==> src/shared/rsq_map.vh <==
// reset sequencer constants: register offsets, field positions, reset values, timing counts
// assumes a 100 MHz system clock and a 32-bit AXI4-Lite register bus
`ifndef RSQ_MAP_VH
`define RSQ_MAP_VH

// clock period in ns
`define RSQ_CLK_PERIOD_NS     10
// reset-out extension after an external request releases, in clocks
`define RSQ_EXT_TAIL_CLK      32
// watchdog internal reset length, in clocks (least)
`define RSQ_WDG_RST_CLK       31
// reset-out extension after the watchdog reset ends, in clocks (least)
`define RSQ_WDG_TAIL_CLK      31
// synchroniser depth
`define RSQ_SYNC_STAGES       2
// counter width
`define RSQ_CNT_W             6

// register byte offsets
`define RSQ_CAUSE_OFS         8'h00
`define RSQ_CTRL_OFS          8'h04
`define RSQ_BOOT_OFS          8'h08
`define RSQ_STAT_OFS          8'h0C

// cause register fields
`define RSQ_CAUSE_HARD_BIT    7
`define RSQ_CAUSE_SOFT_BIT    5
// control register fields
`define RSQ_CTRL_WDG_RST_BIT  0
`define RSQ_CTRL_SYSTEM_RESET_OUT_EN_BIT  1
`define RSQ_CTRL_RESET        2'h3
// cause register reset value: hard cause set
`define RSQ_CAUSE_RESET       2'h2

// sequencer states
`define RSQ_ST_IDLE           3'h0
`define RSQ_ST_EXT            3'h1
`define RSQ_ST_EXT_TAIL       3'h2
`define RSQ_ST_WDG            3'h3
`define RSQ_ST_WDG_TAIL       3'h4
`define RSQ_ST_WAIT_BUS       3'h5

// axi response codes
`define RSQ_RESP_OKAY         2'h0
`define RSQ_RESP_SLVERR       2'h2

`endif

==> src/logic/rsq_reset_sequencer.v <==
// reset sequencer: classifies master, normal and watchdog resets and drives reset outputs
// assumes reset-request inputs are active low pins on sys_clk; nrst is the power-on core reset
// assumes the board honours the six-clock minimum and moves the request pins as described below
// assumes the bus arbiter answers with bus_granted and first_exception_cycle after reset-out
// limitation: the control register is reached only over the axi4-lite slave port
// Overview of operation
// - master reset clears everything, DRAM controller too, and aborts refresh cycles
// - normal reset spares DRAM controller so refresh keeps memory contents
// - request and tristate request asserted together mean master reset
// - request asserted with tristate request negated means normal reset
// - both request inputs pass a two-clock synchroniser before use
// - reset-out follows the request and stays 32 clocks after release
// - during reset outputs float until bus granted and first exception cycle
// - normal reset stops bus activity except DRAM refresh
// - external reset sets hard cause flag, clears soft cause flag
// - priority pins captured on last edge with request asserted, steer boot select; master reset pins captured only while tristate request also seen
// - watchdog timeout with reset enabled gives internal reset of 31 clocks
// - reset-out stays at least 31 clocks after watchdog reset ends
// - watchdog reset stops bus activity except DRAM refresh
// - watchdog reset clears hard cause flag and sets soft cause flag
// - priority pins not sampled during watchdog reset unless request arrives
`timescale 1ns/1ps
`default_nettype none
`include "rsq_map.vh"

module rsq_reset_sequencer (
    input  wire        sys_clk,
    input  wire        nrst,
    // board pins
    input  wire        reset_request_in_n,
    input  wire        tristate_request_in_n,
    input  wire [2:0]  priority_level_pins_n,
    output reg         system_reset_out_n,
    output wire        system_reset_out_oe,
    output reg         bus_float,
    input  wire        bus_granted,
    input  wire        first_exception_cycle,
    // watchdog and internal resets
    input  wire        watchdog_timeout,
    output reg         sys_reset_n,
    output reg         dram_reset_n,
    output reg         refresh_abort,
    output reg  [2:0]  boot_chip_select_control,
    // axi4-lite slave
    input  wire [7:0]  s_axi_awaddr,
    input  wire        s_axi_awvalid,
    output wire        s_axi_awready,
    input  wire [31:0] s_axi_wdata,
    input  wire [3:0]  s_axi_wstrb,
    input  wire        s_axi_wvalid,
    output wire        s_axi_wready,
    output reg  [1:0]  s_axi_bresp,
    output reg         s_axi_bvalid,
    input  wire        s_axi_bready,
    input  wire [7:0]  s_axi_araddr,
    input  wire        s_axi_arvalid,
    output wire        s_axi_arready,
    output reg  [31:0] s_axi_rdata,
    output reg  [1:0]  s_axi_rresp,
    output reg         s_axi_rvalid,
    input  wire        s_axi_rready
);

    reg [`RSQ_SYNC_STAGES-1:0] req_sync_r;
    reg [`RSQ_SYNC_STAGES-1:0] hiz_sync_r;
    reg [2:0]                  ipl_meta_r;
    reg [2:0]                  ipl_sync_r;
    reg [2:0]                  state_r;
    reg [2:0]                  state_nxt;
    reg [`RSQ_CNT_W-1:0]       cnt_r;
    reg [`RSQ_CNT_W-1:0]       cnt_nxt;
    reg                        master_r;
    reg                        master_nxt;
    reg [1:0]                  cause_r;
    reg [1:0]                  ctrl_r;
    reg [2:0]                  ipl_hold_r;
    reg [31:0]                 rd_val;
    reg                        aw_have_r;
    reg [7:0]                  aw_addr_r;
    reg                        w_have_r;
    reg [31:0]                 w_data_r;
    reg [3:0]                  w_strb_r;

    wire req_act;
    wire hiz_act;
    wire ext_master;
    wire ext_normal;
    wire wdg_fire;
    wire wr_go;
    wire wr_hit;
    wire rd_ok;
    wire ipl_take;
    wire ipl_commit;
    wire nxt_quiet;
    wire nxt_idle;
    wire nxt_ext;
    wire nxt_wdg;

    // counter loads, cut to the counter width where they are used
    localparam [31:0] EXT_LOAD_W      = `RSQ_EXT_TAIL_CLK - 1;
    localparam [31:0] WDG_LOAD_W      = `RSQ_WDG_RST_CLK - 1;
    localparam [31:0] WDG_TAIL_LOAD_W = `RSQ_WDG_TAIL_CLK - 1;

    // cause flag codes {hard, soft}
    localparam [1:0] CAUSE_HARD = 2'h2;
    localparam [1:0] CAUSE_SOFT = 2'h1;

    // two-flop synchronisers; priority pins take the same depth to line up with the request
    always @(posedge sys_clk) begin
        if (!nrst) begin
            req_sync_r <= 2'h0;
            hiz_sync_r <= 2'h0;
            ipl_meta_r <= 3'h0;
            ipl_sync_r <= 3'h0;
        end else begin
            req_sync_r <= {req_sync_r[0], ~reset_request_in_n};
            hiz_sync_r <= {hiz_sync_r[0], ~tristate_request_in_n};
            ipl_meta_r <= ~priority_level_pins_n;
            ipl_sync_r <= ipl_meta_r;
        end
    end

    assign req_act    = req_sync_r[1];
    assign hiz_act    = hiz_sync_r[1];
    assign ext_master = req_act & hiz_act;
    assign ext_normal = req_act & ~hiz_act;
    assign wdg_fire   = watchdog_timeout & ctrl_r[`RSQ_CTRL_WDG_RST_BIT];

    // pin capture while the request is held, with tristate request too in a master reset; applied when request release is seen
    assign ipl_take   = (state_r == `RSQ_ST_EXT) & req_act & (~master_r | hiz_act);
    assign ipl_commit = (state_r == `RSQ_ST_EXT) & ~req_act;

    // sequencer next state
    //   idle, wait_bus -> ext on a seen request, master if tristate request also seen
    //   idle, wait_bus -> wdg on a timeout while watchdog reset is enabled
    //   ext            -> ext_tail once the request is seen released
    //   ext_tail       -> wait_bus after the tail count; a new request restarts ext
    //   wdg            -> wdg_tail after the internal reset count
    //   wdg_tail       -> wait_bus after its count; a request turns either into ext
    //   wait_bus       -> idle when the bus is granted and the first exception cycle runs
    // a timeout during an external reset or a tail is ignored
    always @* begin
        state_nxt  = state_r;
        cnt_nxt    = cnt_r;
        master_nxt = master_r;
        case (state_r)
            `RSQ_ST_IDLE, `RSQ_ST_WAIT_BUS: begin
                if (req_act) begin
                    state_nxt  = `RSQ_ST_EXT;
                    master_nxt = hiz_act;
                end else if (wdg_fire) begin
                    state_nxt  = `RSQ_ST_WDG;
                    master_nxt = 1'b0;
                    cnt_nxt    = WDG_LOAD_W[`RSQ_CNT_W-1:0];
                end else if (state_r == `RSQ_ST_WAIT_BUS && bus_granted
                             && first_exception_cycle) begin
                    state_nxt = `RSQ_ST_IDLE;
                end
            end
            `RSQ_ST_EXT: begin
                if (ext_master)
                    master_nxt = 1'b1;
                if (!req_act) begin
                    state_nxt = `RSQ_ST_EXT_TAIL;
                    cnt_nxt   = EXT_LOAD_W[`RSQ_CNT_W-1:0];
                end
            end
            `RSQ_ST_EXT_TAIL, `RSQ_ST_WDG_TAIL: begin
                if (req_act) begin
                    state_nxt  = `RSQ_ST_EXT;
                    master_nxt = hiz_act;
                end else if (cnt_r == 6'h00) begin
                    state_nxt  = `RSQ_ST_WAIT_BUS;
                    master_nxt = 1'b0;
                end else begin
                    cnt_nxt = cnt_r - 6'h01;
                end
            end
            `RSQ_ST_WDG: begin
                if (req_act) begin
                    state_nxt  = `RSQ_ST_EXT;
                    master_nxt = hiz_act;
                end else if (cnt_r == 6'h00) begin
                    state_nxt = `RSQ_ST_WDG_TAIL;
                    cnt_nxt   = WDG_TAIL_LOAD_W[`RSQ_CNT_W-1:0];
                end else begin
                    cnt_nxt = cnt_r - 6'h01;
                end
            end
            default: begin
                state_nxt = `RSQ_ST_IDLE;
            end
        endcase
    end

    // sequencer registers
    always @(posedge sys_clk) begin
        if (!nrst) begin
            state_r  <= `RSQ_ST_WAIT_BUS;
            cnt_r    <= 6'h00;
            master_r <= 1'b0;
        end else begin
            state_r  <= state_nxt;
            cnt_r    <= cnt_nxt;
            master_r <= master_nxt;
        end
    end

    // next-state groups that steer the reset outputs
    assign nxt_quiet = (state_nxt == `RSQ_ST_IDLE)
                       || (state_nxt == `RSQ_ST_WAIT_BUS);
    assign nxt_idle  = (state_nxt == `RSQ_ST_IDLE);
    assign nxt_ext   = (state_nxt == `RSQ_ST_EXT);
    assign nxt_wdg   = (state_nxt == `RSQ_ST_WDG);

    // reset outputs registered from the next state, so the pins never see decode glitches
    always @(posedge sys_clk) begin
        if (!nrst) begin
            system_reset_out_n <= 1'b1;
            sys_reset_n        <= 1'b0;
            dram_reset_n       <= 1'b0;
            refresh_abort      <= 1'b0;
            bus_float          <= 1'b1;
        end else begin
            system_reset_out_n <= nxt_quiet;
            sys_reset_n        <= nxt_quiet;
            dram_reset_n       <= ~(master_nxt & ~nxt_quiet);
            refresh_abort      <= master_nxt & nxt_ext;
            bus_float          <= ~nxt_idle;
        end
    end

    // cause flags: external reset sets hard, watchdog reset sets soft
    always @(posedge sys_clk) begin
        if (!nrst) begin
            cause_r <= `RSQ_CAUSE_RESET;
        end else if (nxt_ext) begin
            cause_r <= CAUSE_HARD;
        end else if (nxt_wdg) begin
            cause_r <= CAUSE_SOFT;
        end
    end

    // boot select: last pins seen with the request held, and tristate request too in a master reset, applied at its release
    always @(posedge sys_clk) begin
        if (!nrst) begin
            ipl_hold_r               <= 3'h0;
            boot_chip_select_control <= 3'h0;
        end else begin
            if (ipl_take)
                ipl_hold_r <= ipl_sync_r;
            if (ipl_commit)
                boot_chip_select_control <= ipl_hold_r;
        end
    end

    assign system_reset_out_oe = ctrl_r[`RSQ_CTRL_SYSTEM_RESET_OUT_EN_BIT];

    // axi4-lite write path: address and data taken in any order
    // one write at a time: a pending response holds both readies low
    assign s_axi_awready = ~aw_have_r & ~s_axi_bvalid;
    assign s_axi_wready  = ~w_have_r & ~s_axi_bvalid;
    assign wr_go         = aw_have_r & w_have_r & ~s_axi_bvalid;
    assign wr_hit        = (aw_addr_r == `RSQ_CTRL_OFS);

    always @(posedge sys_clk) begin
        if (!nrst) begin
            aw_have_r    <= 1'b0;
            aw_addr_r    <= 8'h00;
            w_have_r     <= 1'b0;
            w_data_r     <= 32'h0;
            w_strb_r     <= 4'h0;
            s_axi_bvalid <= 1'b0;
            s_axi_bresp  <= `RSQ_RESP_OKAY;
            ctrl_r       <= `RSQ_CTRL_RESET;
        end else begin
            if (s_axi_awvalid && s_axi_awready) begin
                aw_have_r <= 1'b1;
                aw_addr_r <= s_axi_awaddr;
            end
            if (s_axi_wvalid && s_axi_wready) begin
                w_have_r <= 1'b1;
                w_data_r <= s_axi_wdata;
                w_strb_r <= s_axi_wstrb;
            end
            if (wr_go) begin
                aw_have_r    <= 1'b0;
                w_have_r     <= 1'b0;
                s_axi_bvalid <= 1'b1;
                s_axi_bresp  <= wr_hit ? `RSQ_RESP_OKAY : `RSQ_RESP_SLVERR;
                if (wr_hit && w_strb_r[0])
                    ctrl_r <= w_data_r[1:0];
            end else if (s_axi_bvalid && s_axi_bready) begin
                s_axi_bvalid <= 1'b0;
            end
        end
    end

    // read mux
    //   cause  : hard and soft flags, read only
    //   ctrl   : watchdog reset enable and reset-out enable
    //   boot   : captured priority pins, read only
    //   status : master flag and sequencer state, read only
    always @* begin
        rd_val = 32'h0;
        case (s_axi_araddr)
            `RSQ_CAUSE_OFS: begin
                rd_val[`RSQ_CAUSE_HARD_BIT] = cause_r[1];
                rd_val[`RSQ_CAUSE_SOFT_BIT] = cause_r[0];
            end
            `RSQ_CTRL_OFS: rd_val[1:0] = ctrl_r;
            `RSQ_BOOT_OFS: rd_val[2:0] = boot_chip_select_control;
            `RSQ_STAT_OFS: rd_val[3:0] = {master_r, state_r};
            default: rd_val = 32'h0;
        endcase
    end

    assign s_axi_arready = ~s_axi_rvalid;

    // okay only for the four aligned register words; others read as zero
    assign rd_ok = (s_axi_araddr[7:4] == 4'h0) && (s_axi_araddr[1:0] == 2'h0);

    // axi4-lite read path
    always @(posedge sys_clk) begin
        if (!nrst) begin
            s_axi_rvalid <= 1'b0;
            s_axi_rdata  <= 32'h0;
            s_axi_rresp  <= `RSQ_RESP_OKAY;
        end else if (s_axi_arvalid && s_axi_arready) begin
            s_axi_rvalid <= 1'b1;
            s_axi_rdata  <= rd_val;
            s_axi_rresp  <= rd_ok ? `RSQ_RESP_OKAY : `RSQ_RESP_SLVERR;
        end else if (s_axi_rvalid && s_axi_rready) begin
            s_axi_rvalid <= 1'b0;
        end
    end

endmodule
`default_nettype wire

==> config.mk <==
export PLATFORM = sky130hd
export DESIGN_NAME = rsq_reset_sequencer
export DESIGN_NICKNAME = d
export VERILOG_FILES = /design/src/logic/rsq_reset_sequencer.v
export VERILOG_INCLUDE_DIRS = /design/src /design/src/shared
export SDC_FILE = /design/constraint.sdc
export NUM_CORES = 1
export LEC_CHECK = 0
export BUFFER_PORTS_ARGS = -buffer_cell sky130_fd_sc_hd__buf_2
export CAP_MARGIN = 20
export CORE_MARGIN = 5
export CORE_UTILIZATION = 45
export CTS_BUF_LIST = sky130_fd_sc_hd__clkbuf_2 sky130_fd_sc_hd__clkbuf_4 sky130_fd_sc_hd__clkbuf_8
export CTS_CLUSTER_SIZE = 16
export DETAILED_ROUTE_END_ITERATION = 12
export PLACE_DENSITY = 0.76
export SLEW_MARGIN = 20
export SYNTH_ARGS = -nofsm -noshare
export SYNTH_HDL_FRONTEND = slang
export SYNTH_SLANG_ARGS = --single-unit
==> constraint.sdc <==
create_clock -name sys_clk -period 3.9 [get_ports sys_clk]
set_input_delay 0.78 -clock sys_clk [delete_from_list [all_inputs] [get_ports sys_clk]]
set_output_delay 0.78 -clock sys_clk [all_outputs]
set_load 0.005 [all_outputs]
Word level (Yosys, flattened, before mapping)
Cells that the tools add are included.
{"block": "word_totals", "out_inout_bits": 50, "regBits": 60, "wordCells": 130, "input_bits": 67}
{"block": "classes", "bitwise": 25, "mux": 35, "n_eq_ne": 18, "n_reduce_logical": 25, "n_addsub": 1}
{"cell": "two-way mux 6 bit", "count": 7}
{"cell": "two-way mux 3 bit", "count": 8}
{"cell": "case mux 6 bit (4 select lines)", "count": 1}
{"cell": "== test 8 x 3 -> 1 bit, second input constant", "count": 2}
{"cell": "== test 8 x 4 -> 1 bit, second input constant", "count": 2}
{"cell": "two-way mux 1 bit", "count": 13}
{"cell": "inequality test 2 bit, second input constant", "count": 6}
{"cell": "inverter 1 bit", "count": 12}
{"cell": "case mux 3 bit (4 select lines)", "count": 1}
{"cell": "bitwise AND 1 bit", "count": 11}
{"cell": "== test 3 x 2 -> 1 bit, second input constant", "count": 3}
{"cell": "== test 3 bit, second input constant", "count": 3}
{"cell": "logical AND 1 bit", "count": 9}
{"cell": "zero test 8 bit", "count": 1}
{"cell": "OR reduction 2 bit", "count": 4}
{"cell": "AND reduction 7 bit", "count": 1}
{"cell": "== test 3 x 1 -> 1 bit, second input constant", "count": 2}
{"cell": "zero test 3 bit", "count": 2}
{"cell": "zero test 6 bit", "count": 1}
{"cell": "case mux 2 bit (3 select lines)", "count": 1}
{"cell": "subtractor 6 x 1 -> 6 bit, second input constant", "count": 1}
{"cell": "zero test 4 bit", "count": 1}
{"cell": "two-way mux 2 bit", "count": 2}
{"cell": "case mux 1 bit (4 select lines)", "count": 1}
{"cell": "other kinds (8)", "count": 9}

Longest topological paths before layout
{"block": "depth", "depth_word": 12, "mapped_depth": 8, "mapped_depth_nobuf": 7}

Least setup slack after synthesis
No wires, ideal clock.
{"block": "synth_timing", "kind": "input to register", "start": "in s_axi_araddr[5]", "end": "reg s_axi_rdata[5]", "path_stages": 5, "t_arrival_ns": 2.017, "path_slack_ns": 1.817, "n_path_buf": 0, "required_time_ns": 3.835, "path_cell_list": "or4_1 -> nor3_2 -> nor4b_1 -> a22oi_1 -> nor2_1"}
{"block": "synth_between", "elab_chain_cells": 2}
{"element": "from (decl)", "line_no": "rsq_reset_sequencer.v:55", "source": "input wire [7:0] s_axi_araddr,"}
{"element": "zero test 8 bit", "line_no": "rsq_reset_sequencer.v:306", "source": "case (s_axi_araddr)"}
{"element": "two-way mux 1 bit", "line_no": "rsq_reset_sequencer.v:306"}
{"element": "to (signal assigned)", "line_no": "rsq_reset_sequencer.v:331", "source": "s_axi_rdata <= rd_val;"}
{"element": "to (decl)", "line_no": "rsq_reset_sequencer.v:58", "source": "output reg [31:0] s_axi_rdata,"}
Every way passes these cells.
A chain may end at the register's enable or synchronous reset.

Worst setup path after layout
{"block": "layout_timing", "start": "reg state_r[2]", "end": "reg cnt_r[5]"}
{"block": "layout_between", "elab_chain_cells": 4, "word_cells_on_any_way": 17, "cone_classes": "11 x eq/ne; 1 x mux; 5 x reduce/logical"}
{"element": "from (decl)", "line_no": "rsq_reset_sequencer.v:68", "source": "reg [2:0] state_r;"}
{"element": "from (signal assigned)", "line_no": "rsq_reset_sequencer.v:199", "source": "state_r <= `RSQ_ST_WAIT_BUS;"}
{"element": "from (signal assigned)", "line_no": "rsq_reset_sequencer.v:203", "source": "state_r <= state_nxt;"}
{"element": "== test 3 x 2 -> 1 bit, or another cell as far along", "line_no": "rsq_reset_sequencer.v:146", "source": "case (state_r)"}
{"element": "OR reduction 2 bit", "line_no": "rsq_reset_sequencer.v:146"}
{"element": "inequality test 2 bit (no line) or nonzero test 4 bit (tied branches)"}
{"element": "AND reduction 7 bit (no line)"}
{"element": "to (signal assigned)", "line_no": "rsq_reset_sequencer.v:204", "source": "cnt_r <= cnt_nxt;"}
{"element": "to (decl)", "line_no": "rsq_reset_sequencer.v:70", "source": "reg [`RSQ_CNT_W-1:0] cnt_r;"}
Several ways; a longest one is shown, not always the timed one.

==> impl_results.md <==
- Total wire length: ~5.4 mm
- CP Data Arrival Time: around 2800 ps
- # nets final: 420
- Gpl congestion: between 0.8 and 0.9
- CTS tree: done
- GRT Total Usage: 15.3%
- Die Width: slightly below 90 µm
- Crit Path Max Fanout: 16
- Cell variety after synth: 60
- Die ar.: around 0.0076 mm²
- R2r startpoint: state_r[2]$_SDFF_PN1_
- Flop-to-flop setup slack: between 1000 and 1500 ps
- Global-route wire length before repair: just over 9 mm
- Slew Limit Fails: 0
- Yosys top cell area share: a little over two fifths
- CORE AREA: a little under 0.006 mm²
- R2R cell count: 5
- Leakage: roughly 1.4 nW
- Sequential-to-total area share from yosys stat: around 43%
- Mapped Area: roughly 0.0027 mm²
- Area leader, netlist: dfxtp_1
- Via density: 5.09
- Setup TNS: 0 ps
- Final setup viols: 0
- Clock root buffer: clkbuf_8
- Critical Path RT: 4120 ps
- Crit start category: flop
- Worst R2R End: cnt_r[5]$_SDFFE_PN0P_
- GR Util met2: about a quarter
- ANT nets after route: 0
- CTS Buffer Depth: 2
- Pin count of the biggest net entering global routing: 41
- DRC: 0
- Clk_lat worst skew: 330 ps
- Global routing usage on met1: around 18%
- Area Growth Syn to Fin: 15.8%
- Async SR Flop Fraction: 0%
- Syn Area/Cell: about 8.9 µm²
- Maximum VDD drop: 0.000345 V
- Initial Util: between 40 and 50%
- Most frequent cell after synthesis: dfxtp_1
- Final instance area: a little over 0.003 mm²
- PostCTS Resize Cnt: 0
- GRT Residual Overflow: 0
- Yosys warns: 0
- DP Area: approximately 0.0029 mm²
- Power, Total: 1.60 mW
- CP Class: reg2reg
- Vias: between 2k and 2.5k
- Synth top cells by count: dfxtp_1 (58), nor2_1 (35), buf_4 (28)
- Initial antenna violation count: 0
- Ys flop type: dfxtp_1
- Worst Hold Class: reg2reg
- Final Hold Vio Count: 0
- Clock sinks: slightly below 60
- GR peak layer: met2
- Fin crit period: 2540 ps
- Grt met3 use: approximately 5.5%
- Postcts setup bufs: 0
- Pwr dens: 517 mW/mm²
- Least-Margin Pin Slew: 791 ps
- Setup crit start: state_r[2]$_SDFF_PN1_
- Worst Setup EP: cnt_r[5]$_SDFFE_PN0P_
- Slew margin rel.: a little under half
- CP endpoint kind: flop
- Max Cap Viol: 0
- Post-synthesis register bit count: just under 60
- CTS clk-pin slew, worst paths: around 60 ps
- RSZ-0062 raised after global routing: false
- Ant. Diodes: 0
- Vias in the first global route: around 2.0k
- Number of placed I/O pins: between 100 and 150
- H-tree levels: 3
- Dominant cells by area after synthesis: dfxtp_1 (43%), buf_4 (7.9%), mux2i_1 (6.0%)
- Final period util: roughly two thirds
- Layout cell share with drive strength beyond 1: 23.0%
- F_max: 0.394 GHz
- EDFF count, synth: 0
- Port Buf Inserts: 55
- Number of buffers created by CTS: 9
- Post-Synthesis Cells: between 200 and 300
- Post-DR wirelength/cell: around 13 µm
- Status: finished clean
- Die Y: around 87 µm
- First-pass DRT Iterations: 4
- Std-Cell Rows: 28
- Cts hold-fix bufs: 0
- First DRT Iteration DRCs: roughly 120
- Worst clock skew: 5.14 ps
- Dpl hpwl: 3.98 mm
state kept, by name, summed over array words and instances (netlist names), 2 cells and up:
name                      cells
aw_addr_r                     8
boot_chip_select_control      3
cause_r                       2
cnt_r                         6
ctrl_r                        2
hiz_sync_r                    2
ipl_hold_r                    3
ipl_meta_r                    3
ipl_sync_r                    3
req_sync_r                    2
s_axi_rdata                   6
state_r                       3
w_data_r                      2
worst min-delay path by stage:
stage / startpoint / to / slack [ps] / depth (start not counted)
detailed placement: hiz_sync_r[0]$_SDFF_PN0_ / hiz_sync_r[1]$_SDFF_PN0_ / 420 / 1
floorplan: hiz_sync_r[0]$_SDFF_PN0_ / hiz_sync_r[1]$_SDFF_PN0_ / 410 / 1
CTS: hiz_sync_r[0]$_SDFF_PN0_ / hiz_sync_r[1]$_SDFF_PN0_ / 430 / 1
global placement: ipl_meta_r[1]$_SDFF_PN0_ / ipl_sync_r[1]$_SDFF_PN0_ / 420 / 1
finish: hiz_sync_r[0]$_SDFF_PN0_ / hiz_sync_r[1]$_SDFF_PN0_ / 430 / 1
global route: ipl_meta_r[0]$_SDFF_PN0_ / ipl_sync_r[0]$_SDFF_PN0_ / 450 / 1
power by group:
| part | switching (mW) | total, mW | internal [mW] |
|---|---|---|---|
| Clock | 0.219 | 0.569 | 0.350 |
| Sequential | 0.0562 | 0.705 | 0.649 |
| Combinational | 0.181 | 0.326 | 0.145 |
| Total | 0.456 | 1.60 | 1.14 |
critical path: stages, from the launching register on:
cell	delay, ps
dfxtp_1	620
nor3b_1	430
o21ai_0	180
a41oi_1	710
o21ai_0	190
a32o_1	300
per-layer routing:
metal / wire (µm) / part of all wire, %
met5: 0 / 0
met1: 2270 / 42
met2: 2650 / 49
met3: 474 / 8.7
met4: 55 / 1.0
layout by cell type (no fill, tap or decap), drive strengths merged, types with 4 or more instances in the layout:
| cell type | netlist | final |
|---|---|---|
| o21ai | 8 | 8 |
| dfxtp | 58 | 58 |
| nor2b | 5 | 5 |
| nor3b | 4 | 4 |
| nor2 | 35 | 35 |
| nor3 | 11 | 11 |
| clkbuf | 8 | 13 |
| nand2b | 4 | 4 |
| a21oi | 14 | 14 |
| inv | 11 | 11 |
| mux2i | 16 | 16 |
| nand3 | 4 | 4 |
| buf | 33 | 56 |
| nand2 | 21 | 21 |
| conb | 1 | 28 |
| and2 | 6 | 6 |
metrics by stage:
stage	util [%]	hold slack, ps	worst slack, ps	instances
floorplan	-	412	1820	326
global placement	49.3	415	1270	416
detailed placement	49.3	417	1270	416
CTS	52.9	431	1380	431
global route	52.9	450	1120	431
finish	52.9	430	1360	431
final cells by class:
class	instances	area (µm²)
well taps	75	93.8
inverters	11	41.3
flip-flops and latches	58	1160
multi-input cells	216	1310
repair buffers	56	283
clock inverters	2	35.0
fillers	547	2760
clock buffers	13	173
logic make-up after synthesis:
group / share of synthesized area (%)
other: 0.140
and+or+nand+nor: 21.7
muxes: 7.26
adders and majority gates: 0.469
AOI/OAI and AO/OA: 15.3
buffers and inverters: 11.4
DFF: 43.5
xor gates and xnor gates: 0.328
(Power assumes the default switching activity.)
